[config.mk]
export PLATFORM = sky130hd
export DESIGN_NAME = tfc_config_regs
export DESIGN_NICKNAME = d
export VERILOG_FILES = /design/src/tfc_config_regs.v
export VERILOG_INCLUDE_DIRS = /design/src
export SDC_FILE = /design/constraint.sdc
export NUM_CORES = 1
export LEC_CHECK = 0
export BUFFER_PORTS_ARGS = -buffer_cell sky130_fd_sc_hd__buf_2
export CORE_MARGIN = 2
export CORE_UTILIZATION = 58
export DETAILED_ROUTE_END_ITERATION = 6
export HOLD_SLACK_MARGIN = 0.08
export PLACE_DENSITY = 0.84
export SLEW_MARGIN = 30
export SYNTH_ARGS = -nofsm -noshare
export SYNTH_HDL_FRONTEND = slang
export SYNTH_SLANG_ARGS = --single-unit
[constraint.sdc]
create_clock -name clk_sys -period 2.05 [get_ports clk_sys]
set_input_delay 0 -clock clk_sys [delete_from_list [all_inputs] [get_ports clk_sys]]
set_output_delay 0 -clock clk_sys [all_outputs]
set_load 0.02 [all_outputs]
[src/tfc_map.vh]
// register map, reset values and field positions of the fan config bank
// Function
// - round-robin bit 7 of cfg2 cycles both channels; 0 gives single channel; resets 1.
// - single channel: selector bit 4 picks local at 0, remote at 1.
// - cfg2 bit 2 selects linear speed law at 1 (reset), discrete at 0.
// - boost-inhibit bit 1 stops boost on thermal limits; fan keeps last speed.
// - writing 1 to cfg2 bit 0 restores defaults, then the bit self-clears.
// - cfg3 bits 3:0 hold fan pole count, reset 4; even counts advised.
// - cfg4 bit 7 picks pin function: 0 fan failure out, 1 reference in.
// - cfg4 bits 6:4 set duty window 0.25 s doubling to 8 s; 110,111 = 8 s.
// - cfg4 bit 3 at 1 enables the exclusive-or connectivity test.
// - cfg4 bit 1 with timer enabled drives thermal line on remote overtemp.
// - cfg4 bit 0 with timer enabled drives thermal line on local overtemp.
// - rate bits 3:0 pick 0.0625 per second doubling to 64 at code 1010.
// - a written rate code takes effect at the next round-robin start; a restore applies 0x0A at once.
// - rate register loads 0x0A at power-on and restore, obeys the lock.
// - thermal timer enable in cfg1 gates both event enables; resets 0.
// - while lock bit is 1, host writes to these registers are ignored.
`ifndef TFC_MAP_VH
`define TFC_MAP_VH
`define TFC_ADDR_CFG2 8'h02
`define TFC_ADDR_CFG3 8'h03
`define TFC_ADDR_CFG4 8'h04
`define TFC_ADDR_RATE 8'h05
`define TFC_RST_CFG2 8'h84
`define TFC_RST_CFG3 8'h44
`define TFC_RST_CFG4 8'h00
`define TFC_RST_RATE 8'h0A
`define TFC_RATE_MASK 8'h8F
`define TFC_CFG2_MASK 8'hFE
`define TFC_B_ROUND 7
`define TFC_B_CHAN 4
`define TFC_B_LAW 2
`define TFC_B_BOOST 1
`define TFC_B_RESTORE 0
`define TFC_B_PIN 7
`define TFC_F_WIN_HI 6
`define TFC_F_WIN_LO 4
`define TFC_B_XOR 3
`define TFC_B_REMEV 1
`define TFC_B_LOCEV 0
`define TFC_F_POLE_HI 3
`define TFC_F_RATE_HI 3
`define TFC_WIN_MAX 3'h5
`define TFC_RATE_MAX 4'hA
`endif

[src/tfc_config_regs.v]
// configuration register bank of the thermal monitor and fan controller
`timescale 1ns/10ps
`include "tfc_map.vh"
module tfc_config_regs (
	clk_sys,
	rst,
	clk_en,
	reg_addr,
	reg_wr,
	reg_wdata,
	reg_rd,
	reg_rdata_q,
	lock_bit,
	hot_duty_fraction_timer_en,
	local_over_limit,
	remote_over_limit,
	boost_request,
	round_start,
	round_robin_q,
	chan_remote_q,
	speed_law_linear_q,
	fan_boost_q,
	software_restore_q,
	pole_count_q,
	pin_is_ref_q,
	hot_duty_window_q,
	xor_test_q,
	thermal_limit_line_out_q,
	thermal_limit_line_oe_n_q,
	rate_code_q
);
	input clk_sys;
	input rst;
	input clk_en;
	input [7:0] reg_addr;
	input reg_wr;
	input [7:0] reg_wdata;
	input reg_rd;
	output reg [7:0] reg_rdata_q;
	input lock_bit;
	input hot_duty_fraction_timer_en;
	input local_over_limit;
	input remote_over_limit;
	input boost_request;
	input round_start;
	output reg round_robin_q;
	output reg chan_remote_q;
	output reg speed_law_linear_q;
	output reg fan_boost_q;
	output reg software_restore_q;
	output reg [3:0] pole_count_q;
	output reg pin_is_ref_q;
	output reg [2:0] hot_duty_window_q;
	output reg xor_test_q;
	output reg thermal_limit_line_out_q;
	output reg thermal_limit_line_oe_n_q;
	output reg [3:0] rate_code_q;

	reg [7:0] cfg2_q;
	reg [7:0] cfg3_q;
	reg [7:0] cfg4_q;
	reg [7:0] rate_q;
	reg [7:0] cfg2_d;
	reg [7:0] cfg3_d;
	reg [7:0] cfg4_d;
	reg [7:0] rate_d;
	reg [7:0] rdata_d;
	reg restore_d;
	reg hot_duty_fraction_drive_d;
	wire wr_ok;

	// reset images, so mirror outputs start from the same documented values
	localparam [7:0] RST2 = `TFC_RST_CFG2;
	localparam [7:0] RST3 = `TFC_RST_CFG3;
	localparam [7:0] RST4 = `TFC_RST_CFG4;
	localparam [7:0] RSTR = `TFC_RST_RATE;

	// clamp a window code: codes above 8 s select 8 s
	function [2:0] win_clamp;
		input [2:0] code;
		begin
			if (code > `TFC_WIN_MAX) begin
				win_clamp = `TFC_WIN_MAX;
			end else begin
				win_clamp = code;
			end
		end
	endfunction

	// clamp a rate code to the fastest defined rate
	function [3:0] rate_clamp;
		input [3:0] code;
		begin
			if (code > `TFC_RATE_MAX) begin
				rate_clamp = `TFC_RATE_MAX;
			end else begin
				rate_clamp = code;
			end
		end
	endfunction

	assign wr_ok = reg_wr & ~lock_bit;

	always @* begin
		cfg2_d = cfg2_q;
		cfg3_d = cfg3_q;
		cfg4_d = cfg4_q;
		rate_d = rate_q;
		restore_d = 1'b0;
		if (wr_ok) begin
			case (reg_addr)
			`TFC_ADDR_CFG2: begin
				// restore bit is not stored, so it reads back 0
				cfg2_d = reg_wdata & `TFC_CFG2_MASK;
				restore_d = reg_wdata[`TFC_B_RESTORE];
			end
			`TFC_ADDR_CFG3: begin
				cfg3_d = reg_wdata;
			end
			`TFC_ADDR_CFG4: begin
				cfg4_d = reg_wdata;
			end
			`TFC_ADDR_RATE: begin
				rate_d = reg_wdata & `TFC_RATE_MASK;
			end
			default: begin
				cfg2_d = cfg2_q;
			end
			endcase
		end
		if (restore_d) begin
			cfg2_d = `TFC_RST_CFG2;
			cfg3_d = `TFC_RST_CFG3;
			cfg4_d = `TFC_RST_CFG4;
			rate_d = `TFC_RST_RATE;
		end
	end

	always @* begin
		case (reg_addr)
		`TFC_ADDR_CFG2: begin
			rdata_d = cfg2_q;
		end
		`TFC_ADDR_CFG3: begin
			rdata_d = cfg3_q;
		end
		`TFC_ADDR_CFG4: begin
			rdata_d = cfg4_q;
		end
		`TFC_ADDR_RATE: begin
			rdata_d = rate_q & `TFC_RATE_MASK;
		end
		default: begin
			rdata_d = 8'h00;
		end
		endcase
	end

	// both event enables depend on the thermal timer being on
	always @* begin
		hot_duty_fraction_drive_d = hot_duty_fraction_timer_en & (
			(cfg4_q[`TFC_B_REMEV] & remote_over_limit) |
			(cfg4_q[`TFC_B_LOCEV] & local_over_limit));
	end

	// measurement and fan mode register
	always @(posedge clk_sys or posedge rst) begin
		if (rst) begin
			cfg2_q <= `TFC_RST_CFG2;
		end else if (clk_en) begin
			cfg2_q <= cfg2_d;
		end
	end

	// fan pole register
	always @(posedge clk_sys or posedge rst) begin
		if (rst) begin
			cfg3_q <= `TFC_RST_CFG3;
		end else if (clk_en) begin
			cfg3_q <= cfg3_d;
		end
	end

	// pin and event register
	always @(posedge clk_sys or posedge rst) begin
		if (rst) begin
			cfg4_q <= `TFC_RST_CFG4;
		end else if (clk_en) begin
			cfg4_q <= cfg4_d;
		end
	end

	// rate register as the host sees it
	always @(posedge clk_sys or posedge rst) begin
		if (rst) begin
			rate_q <= `TFC_RST_RATE;
		end else if (clk_en) begin
			rate_q <= rate_d;
		end
	end

	// read data holds between read strobes
	always @(posedge clk_sys or posedge rst) begin
		if (rst) begin
			reg_rdata_q <= 8'h00;
		end else if (clk_en) begin
			if (reg_rd) begin
				reg_rdata_q <= rdata_d;
			end
		end
	end

	// one-cycle pulse tells the other banks to restore as well
	always @(posedge clk_sys or posedge rst) begin
		if (rst) begin
			software_restore_q <= 1'b0;
		end else if (clk_en) begin
			software_restore_q <= restore_d;
		end
	end

	// rate only moves on a round start or a full restore
	always @(posedge clk_sys or posedge rst) begin
		if (rst) begin
			rate_code_q <= RSTR[`TFC_F_RATE_HI:0];
		end else if (clk_en) begin
			if (restore_d) begin
				rate_code_q <= RSTR[`TFC_F_RATE_HI:0];
			end else if (round_start) begin
				rate_code_q <= rate_clamp(rate_q[`TFC_F_RATE_HI:0]);
			end
		end
	end

	// channel sequencing mirrors
	always @(posedge clk_sys or posedge rst) begin
		if (rst) begin
			round_robin_q <= RST2[`TFC_B_ROUND];
			chan_remote_q <= RST2[`TFC_B_CHAN];
		end else if (clk_en) begin
			round_robin_q <= cfg2_q[`TFC_B_ROUND];
			chan_remote_q <= cfg2_q[`TFC_B_CHAN];
		end
	end

	// fan speed law and boost gating
	always @(posedge clk_sys or posedge rst) begin
		if (rst) begin
			speed_law_linear_q <= RST2[`TFC_B_LAW];
			fan_boost_q <= 1'b0;
		end else if (clk_en) begin
			speed_law_linear_q <= cfg2_q[`TFC_B_LAW];
			fan_boost_q <= boost_request & ~cfg2_q[`TFC_B_BOOST];
		end
	end

	// pole count for the speed measurement
	always @(posedge clk_sys or posedge rst) begin
		if (rst) begin
			pole_count_q <= RST3[`TFC_F_POLE_HI:0];
		end else if (clk_en) begin
			pole_count_q <= cfg3_q[`TFC_F_POLE_HI:0];
		end
	end

	// pin function and connectivity test
	always @(posedge clk_sys or posedge rst) begin
		if (rst) begin
			pin_is_ref_q <= RST4[`TFC_B_PIN];
			xor_test_q <= RST4[`TFC_B_XOR];
		end else if (clk_en) begin
			pin_is_ref_q <= cfg4_q[`TFC_B_PIN];
			xor_test_q <= cfg4_q[`TFC_B_XOR];
		end
	end

	// duty window, long codes folded onto the longest window
	always @(posedge clk_sys or posedge rst) begin
		if (rst) begin
			hot_duty_window_q <= RST4[`TFC_F_WIN_HI:`TFC_F_WIN_LO];
		end else if (clk_en) begin
			hot_duty_window_q <= win_clamp(
				cfg4_q[`TFC_F_WIN_HI:`TFC_F_WIN_LO]);
		end
	end

	// open drain: the pin value is low once out of reset
	always @(posedge clk_sys or posedge rst) begin
		if (rst) begin
			thermal_limit_line_out_q <= 1'b1;
		end else if (clk_en) begin
			thermal_limit_line_out_q <= 1'b0;
		end
	end

	// enable low pulls the line, released otherwise
	always @(posedge clk_sys or posedge rst) begin
		if (rst) begin
			thermal_limit_line_oe_n_q <= 1'b1;
		end else if (clk_en) begin
			thermal_limit_line_oe_n_q <= ~hot_duty_fraction_drive_d;
		end
	end
endmodule

After elaboration in Yosys (flattened, before gate mapping)
Index checks and enable logic that the tools add are counted.
{"block": "totals", "regBits": 60, "in_bits": 27, "out_inout_bits": 28, "elab_cells": 63}
{"block": "op_classes", "magnitude_cmp": 2, "eq_ne": 4, "n_mux": 19, "n_bitwise": 9, "reduce_logical": 12}
{"op": "$mux 8", "n": 12}
{"op": "$pmux 8 s4", "n": 1}
{"op": "$eq 8x2->1 const B", "n": 2}
{"op": "$eq 8x3->1 const B", "n": 2}
{"op": "$mux 4", "n": 3}
{"op": "$reduce_and 3->1", "n": 4}
{"op": "$reduce_bool 2->1", "n": 6}
{"op": "$and 1x1->1", "n": 5}
{"op": "$gt 4x4->1 const B", "n": 1}
{"op": "$reduce_and 2->1", "n": 2}
{"op": "$gt 3x3->1 const B", "n": 1}
{"op": "$mux 3", "n": 1}
{"op": "$not 1->1", "n": 3}
{"op": "$mux 1", "n": 2}
{"op": "$or 1x1->1", "n": 1}

Longest topological paths before layout
{"block": "depth", "word_depth": 5, "depth_mapped": 6, "mapped_depth_nobuf": 4}

Worst setup path after synthesis
OpenSTA, ideal clock, no wires.
{"block": "synth_timing", "path_type": "input -> register", "startpoint": "in reg_addr[5]", "endpoint": "reg rate_code_q[0]", "setup_time_ps": 125, "arrival_time_ps": 1556, "required_time_ps": 1925, "slack_ps": 369, "path_stages": 5, "path_buffers": 1, "path_cell_list": "or4b_4 > or3_1 > buf_6 > o21ai_4 > mux2_2"}
{"block": "synth_via", "elab_chain_len": 5, "elab_cells_between_ends": 6, "classes_between": "1 x eq/ne; 3 x mux; 2 x reduce/logical"}
{"element": "from (decl)", "line": "tfc_config_regs.v:35", "source": "input [7:0] reg_addr;"}
{"element": "$eq 8x2->1 *", "line": "tfc_config_regs.v:111", "source": "case (reg_addr)"}
{"element": "$mux 1 *", "line": "tfc_config_regs.v:111"}
{"element": "$mux 1 *", "line": "tfc_config_regs.v:110", "source": "if (wr_ok) begin"}
{"element": "$reduce_bool 2->1 (no source line)"}
{"element": "$reduce_and 2->1 (no source line)"}
{"element": "to (signal assigned)", "line": "tfc_config_regs.v:225", "source": "rate_code_q <= RSTR[`TFC_F_RATE_HI:0];"}
{"element": "to (signal assigned)", "line": "tfc_config_regs.v:228", "source": "rate_code_q <= RSTR[`TFC_F_RATE_HI:0];"}
{"element": "to (signal assigned)", "line": "tfc_config_regs.v:230", "source": "rate_code_q <= rate_clamp(rate_q[`TFC_F_RATE_HI:0]);"}
{"element": "to (decl)", "line": "tfc_config_regs.v:57", "source": "output reg [3:0] rate_code_q;"}
Mark *: on every way between the ends. The rest lies on a longest branch, timed or not.
A chain may end at the register's enable or synchronous reset.

Final worst setup path
{"block": "layout_timing", "startpoint": "in reg_wdata[0]", "endpoint": "reg cfg4_q[4]"}
{"block": "layout_via", "elab_chain_len": 4, "elab_cells_between_ends": 6, "classes_between": "3 x mux; 3 x reduce/logical"}
{"element": "from (decl)", "line": "tfc_config_regs.v:37", "source": "input [7:0] reg_wdata;"}
{"element": "$mux 1 *", "line": "tfc_config_regs.v:111"}
{"element": "$mux 1 *", "line": "tfc_config_regs.v:110"}
{"element": "$reduce_bool 2->1 (no source line)"}
{"element": "$reduce_and 3->1 (no source line)"}
{"element": "to (signal assigned)", "line": "tfc_config_regs.v:187", "source": "cfg4_q <= `TFC_RST_CFG4;"}
{"element": "to (signal assigned)", "line": "tfc_config_regs.v:189", "source": "cfg4_q <= cfg4_d;"}
{"element": "to (decl)", "line": "tfc_config_regs.v:61", "source": "reg [7:0] cfg4_q;"}
Marks and branches as above.

==> results by stage <==
Timing:
- Static timing analysis puts the maximum clock frequency at 580 MHz.
- The smallest clock period supported by the final layout is computed as 1.72 ns.
- Across the routed clock network, the largest skew measured is 0.00931 ns.
- Setup repair after global routing left no endpoint under its margin.
- For the pin with the worst max-slew slack, the measured transition is 0.552 ns.
- The count of final max-slew check failures came to 0.
- The part of the cycle the worst path needs is 84.1%.
- The final total negative setup slack is 0 ns.
- The number of setup violations in the final report is 0.
- The final number of hold-violating endpoints is 0.
- The relative slew slack is 62.9%.

Routing:
- The routed wire length is 5630 um.
- The via-per-instance ratio is 5.67.
- The first TritonRoute pass finished after 4 iterations.
- The post-detailed-route count of antenna-violating nets is 0.
- The first routing iteration left 148 violations.
- After detailed routing, the average wire length per cell comes to 16.8 um.
- The routed via count is 1906.
- For this run, design rule violations remaining after detail routing come to 0.

Power:
- The total power of the final layout is 2010 uW.
- Per report_power, the sequential group accounts for 57.2% of the total.
- Summed over all nets, the switching power comes to 475 uW.
- The internal portion of the total power is 1540 uW.
- Of the total power, the share spent switching nets is 23.6%.
- The analysis attributes to cell leakage a power of 0.00155 uW.
- IR analysis of the VDD net gives a maximum drop of 0.433 mV.
- The proportion of power drawn by combinational gates is 10.6%.
- Per report_power, the clock group accounts for 32.2% of the total.
- The power density over the cells is 641 mW/mm2.

Synthesis:
- The most used flip-flop cell after synthesis is dfrtp_1.
- The post-synthesis register bit count is 56.
- The number of enable flip-flop cells after synthesis is 0.
- The per-instance average area after synthesis is 12.1 um2.
- Counting distinct cell types in the post-synthesis netlist gives 33.
- The async set or reset register ratio after synthesis is 100%.
- The number of nets produced by synthesis is 242.
- After synthesis the cells add up to 0.00260 mm2.
- Yosys printed 0 warnings.
- The synthesized instance count is 215.
- The register area share after synthesis is 54.5%.

GRT:
- The initial antenna violation count came to 0.
- Entering global routing, the biggest net connects 35 pins.
- Summed over all layers, the global routing overflow is 0.
- The first global-routing pass estimated 9110 um of wire.
- The number of global-route vias before repair is 1875.
- The overall fraction of global-route tracks in use is 23.6%.

Die:
- The floorplan has 24 rows.
- The initial cell density of the core is 60.2%.
- 55 I/O pins were placed.
- The die covers 0.00504 mm2.
- The core region is 0.00432 mm2.
- The die width is 71.0 um.
- The y dimension of the die is 71.0 um.

Finish:
- The multi-input logic area is 0.00109 mm2.
- In the final layout, flip-flops and latches occupy 0.00142 mm2.
- The final antenna diode count is 0.
- The relative area change from synthesis to final layout is 20.6%.
- The most common cell after layout, fill and taps aside is buf_2.
- In the final layout, the share of cells above drive strength 1 is 40.1%.
- The final-layout fill cell count is 338.
- In the layout the commonest cells are buf_2, dfrtp_1, mux2_2, mux2i_1, nor2_1.
- The number of nets in the finished design is 310.

Worst setup path:
- The data required time of the worst path is 2.24 ns.
- Data on the critical path arrives at its endpoint at 1.92 ns.
- The top fanout value on the critical path is 8.
- The length in cells of the worst reg-to-reg path is 3.
- The worst setup path is launched from an input pin.
- The critical path in this run is classified as in -> reg.
- STA classifies the critical path endpoint as a flip-flop.

Place:
- In this run the tool buffered the top-level ports with 54 buffer cells.
- The total half-perimeter wirelength after legalization and detailed placement is 3970 um.
- The placer's final routability congestion estimate is 0.806.

Clock tree:
- After clock tree synthesis, the setup repair step added 0 buffers.
- Counting along the longest clock path gives a buffer depth of 2.
- The tree is rooted in a clkbuf_8.
- Clock-pin slew was measured on the worst setup and hold paths at 0.08 ns.
- The number of gates given a new drive strength after cts is 0.
- TritonCTS built the clock tree.
- For the worst-skew pair, the clock arrives at the later sink with an insertion delay of 0.31 ns.
- In this run, CTS created clock tree buffers numbering 5.
- The sink count of the clock tree is 56.
- The H-tree was split into 2 levels.
- Hold repair after CTS inserted 10 buffers.

Outcome:
- The flow ran to the end, and the final reports show no timing, DRC or antenna violations.

Worst hold path:
- The cell depth of the worst min-delay path is 3.
- The class of the tightest hold or removal check is in -> reg.

Job:
- The reported max-cap violation count is 0.
## power by group through the flow
| stage | logic [uW] | registers [uW] | clock network (uW) |
|---|---|---|---|
| 4_1_cts | 214 | 1150 | 656 |
| 5_1_grt | 235 | 1160 | 697 |
| 6_report | 213 | 1150 | 648 |
| 2_1_floorplan | 105 | 1190 | 0 |
| 3_5_place_dp | 197 | 1170 | 0 |
| 3_3_place_gp | 192 | 1170 | 0 |
## flip-flops by register name, indices dropped and copies added (netlist names), 3 cells and up
register,cells
cfg2_q,7
pole_count_q,4
cfg3_q,8
hot_duty_window_q,3
rate_q,5
rate_code_q,4
reg_rdata_q,8
cfg4_q,8
## per-stage QoR
| stage | cell area (um2) | util, % | hold slack [ns] | std cells | worst slack, ns |
|---|---|---|---|---|---|
| floorplan | 2600 | - | 0.0693 | 215 | 0.369 |
| global placement | 2940 | 67.9 | 0.0527 | 318 | 0.231 |
| detailed placement | 2940 | 67.9 | 0.0507 | 318 | 0.159 |
| CTS | 3140 | 72.6 | 0.0824 | 336 | 0.350 |
| global route | 3140 | 72.6 | 0.113 | 336 | 0.246 |
| finish | 3140 | 72.6 | 0.0903 | 336 | 0.325 |
## logic make-up (layout without fill, tap and decap cells)
family	Yosys count	after routing	share of synthesized area (%)
buf+inv	20	89	3.80
flops	56	56	54.5
mux	43	43	17.8
compound gates	41	41	11.1
simple gates	55	55	12.8
## cell usage after synthesis, types with 3 or more instances
| cell | instances | area (um2) |
|---|---|---|
| dfstp_2 | 13 | 342 |
| dfrtp_1 | 43 | 1080 |
| nor2_1 | 15 | 56.3 |
| mux2i_1 | 17 | 170 |
| o21ai_0 | 7 | 35.0 |
| a21oi_1 | 7 | 35.0 |
| nor2b_1 | 8 | 50.1 |
| nand2b_1 | 5 | 31.3 |
| a22o_1 | 9 | 78.8 |
| o31ai_1 | 3 | 22.5 |
| nand2_1 | 11 | 41.3 |
| mux2_2 | 26 | 293 |
| clkbuf_1 | 4 | 15.0 |
| buf_6 | 3 | 33.8 |
| nand3b_1 | 3 | 22.5 |
| o22ai_1 | 7 | 43.8 |
| inv_1 | 11 | 41.3 |
## worst max-delay path: stages
cell           delay (ns)
dlygate4sd3_1        0.52
buf_2                0.17
nand3b_1             0.21
o21ai_0              0.22
nand3b_1             0.37
mux2_2               0.41
## worst paths after layout
path / startpoint / to / slack, ns
worst max register to register: cfg4_q[0] / thermal_limit_line_oe_n_q / 0.60
worst max-delay path: reg_wdata[0] / cfg4_q[4] / 0.33
worst min-delay path: round_start / rate_code_q[3] / 0.09
worst min register to register: reg_rdata_q[4] / reg_rdata_q[4] / 0.48
max in group asynchronous: rst / rate_q[1] / 1.18
min in group asynchronous: rst / pin_is_ref_q / 0.25
## area by class of cell
class,count,area share [%]
clock buffers,8,3.19
inverters,11,1.32
multi-input cells,139,34.6
flip-flops and latches,56,45.2
well taps,52,2.07
repair buffers,70,13.6
## routing by layer
| metal | GRT usage (%) | share of wire (%) | vias up |
|---|---|---|---|
| met2 | 36.6 | 47 | 70 |
| met4 | 8.39 | 2.0 | 0 |
| li1 | - | - | 905 |
| met1 | 33.3 | 45 | 920 |
| met3 | 4.84 | 5.8 | 11 |
| met5 | 0 | 0 | - |
Note: power is estimated with default switching activity, not from simulation.
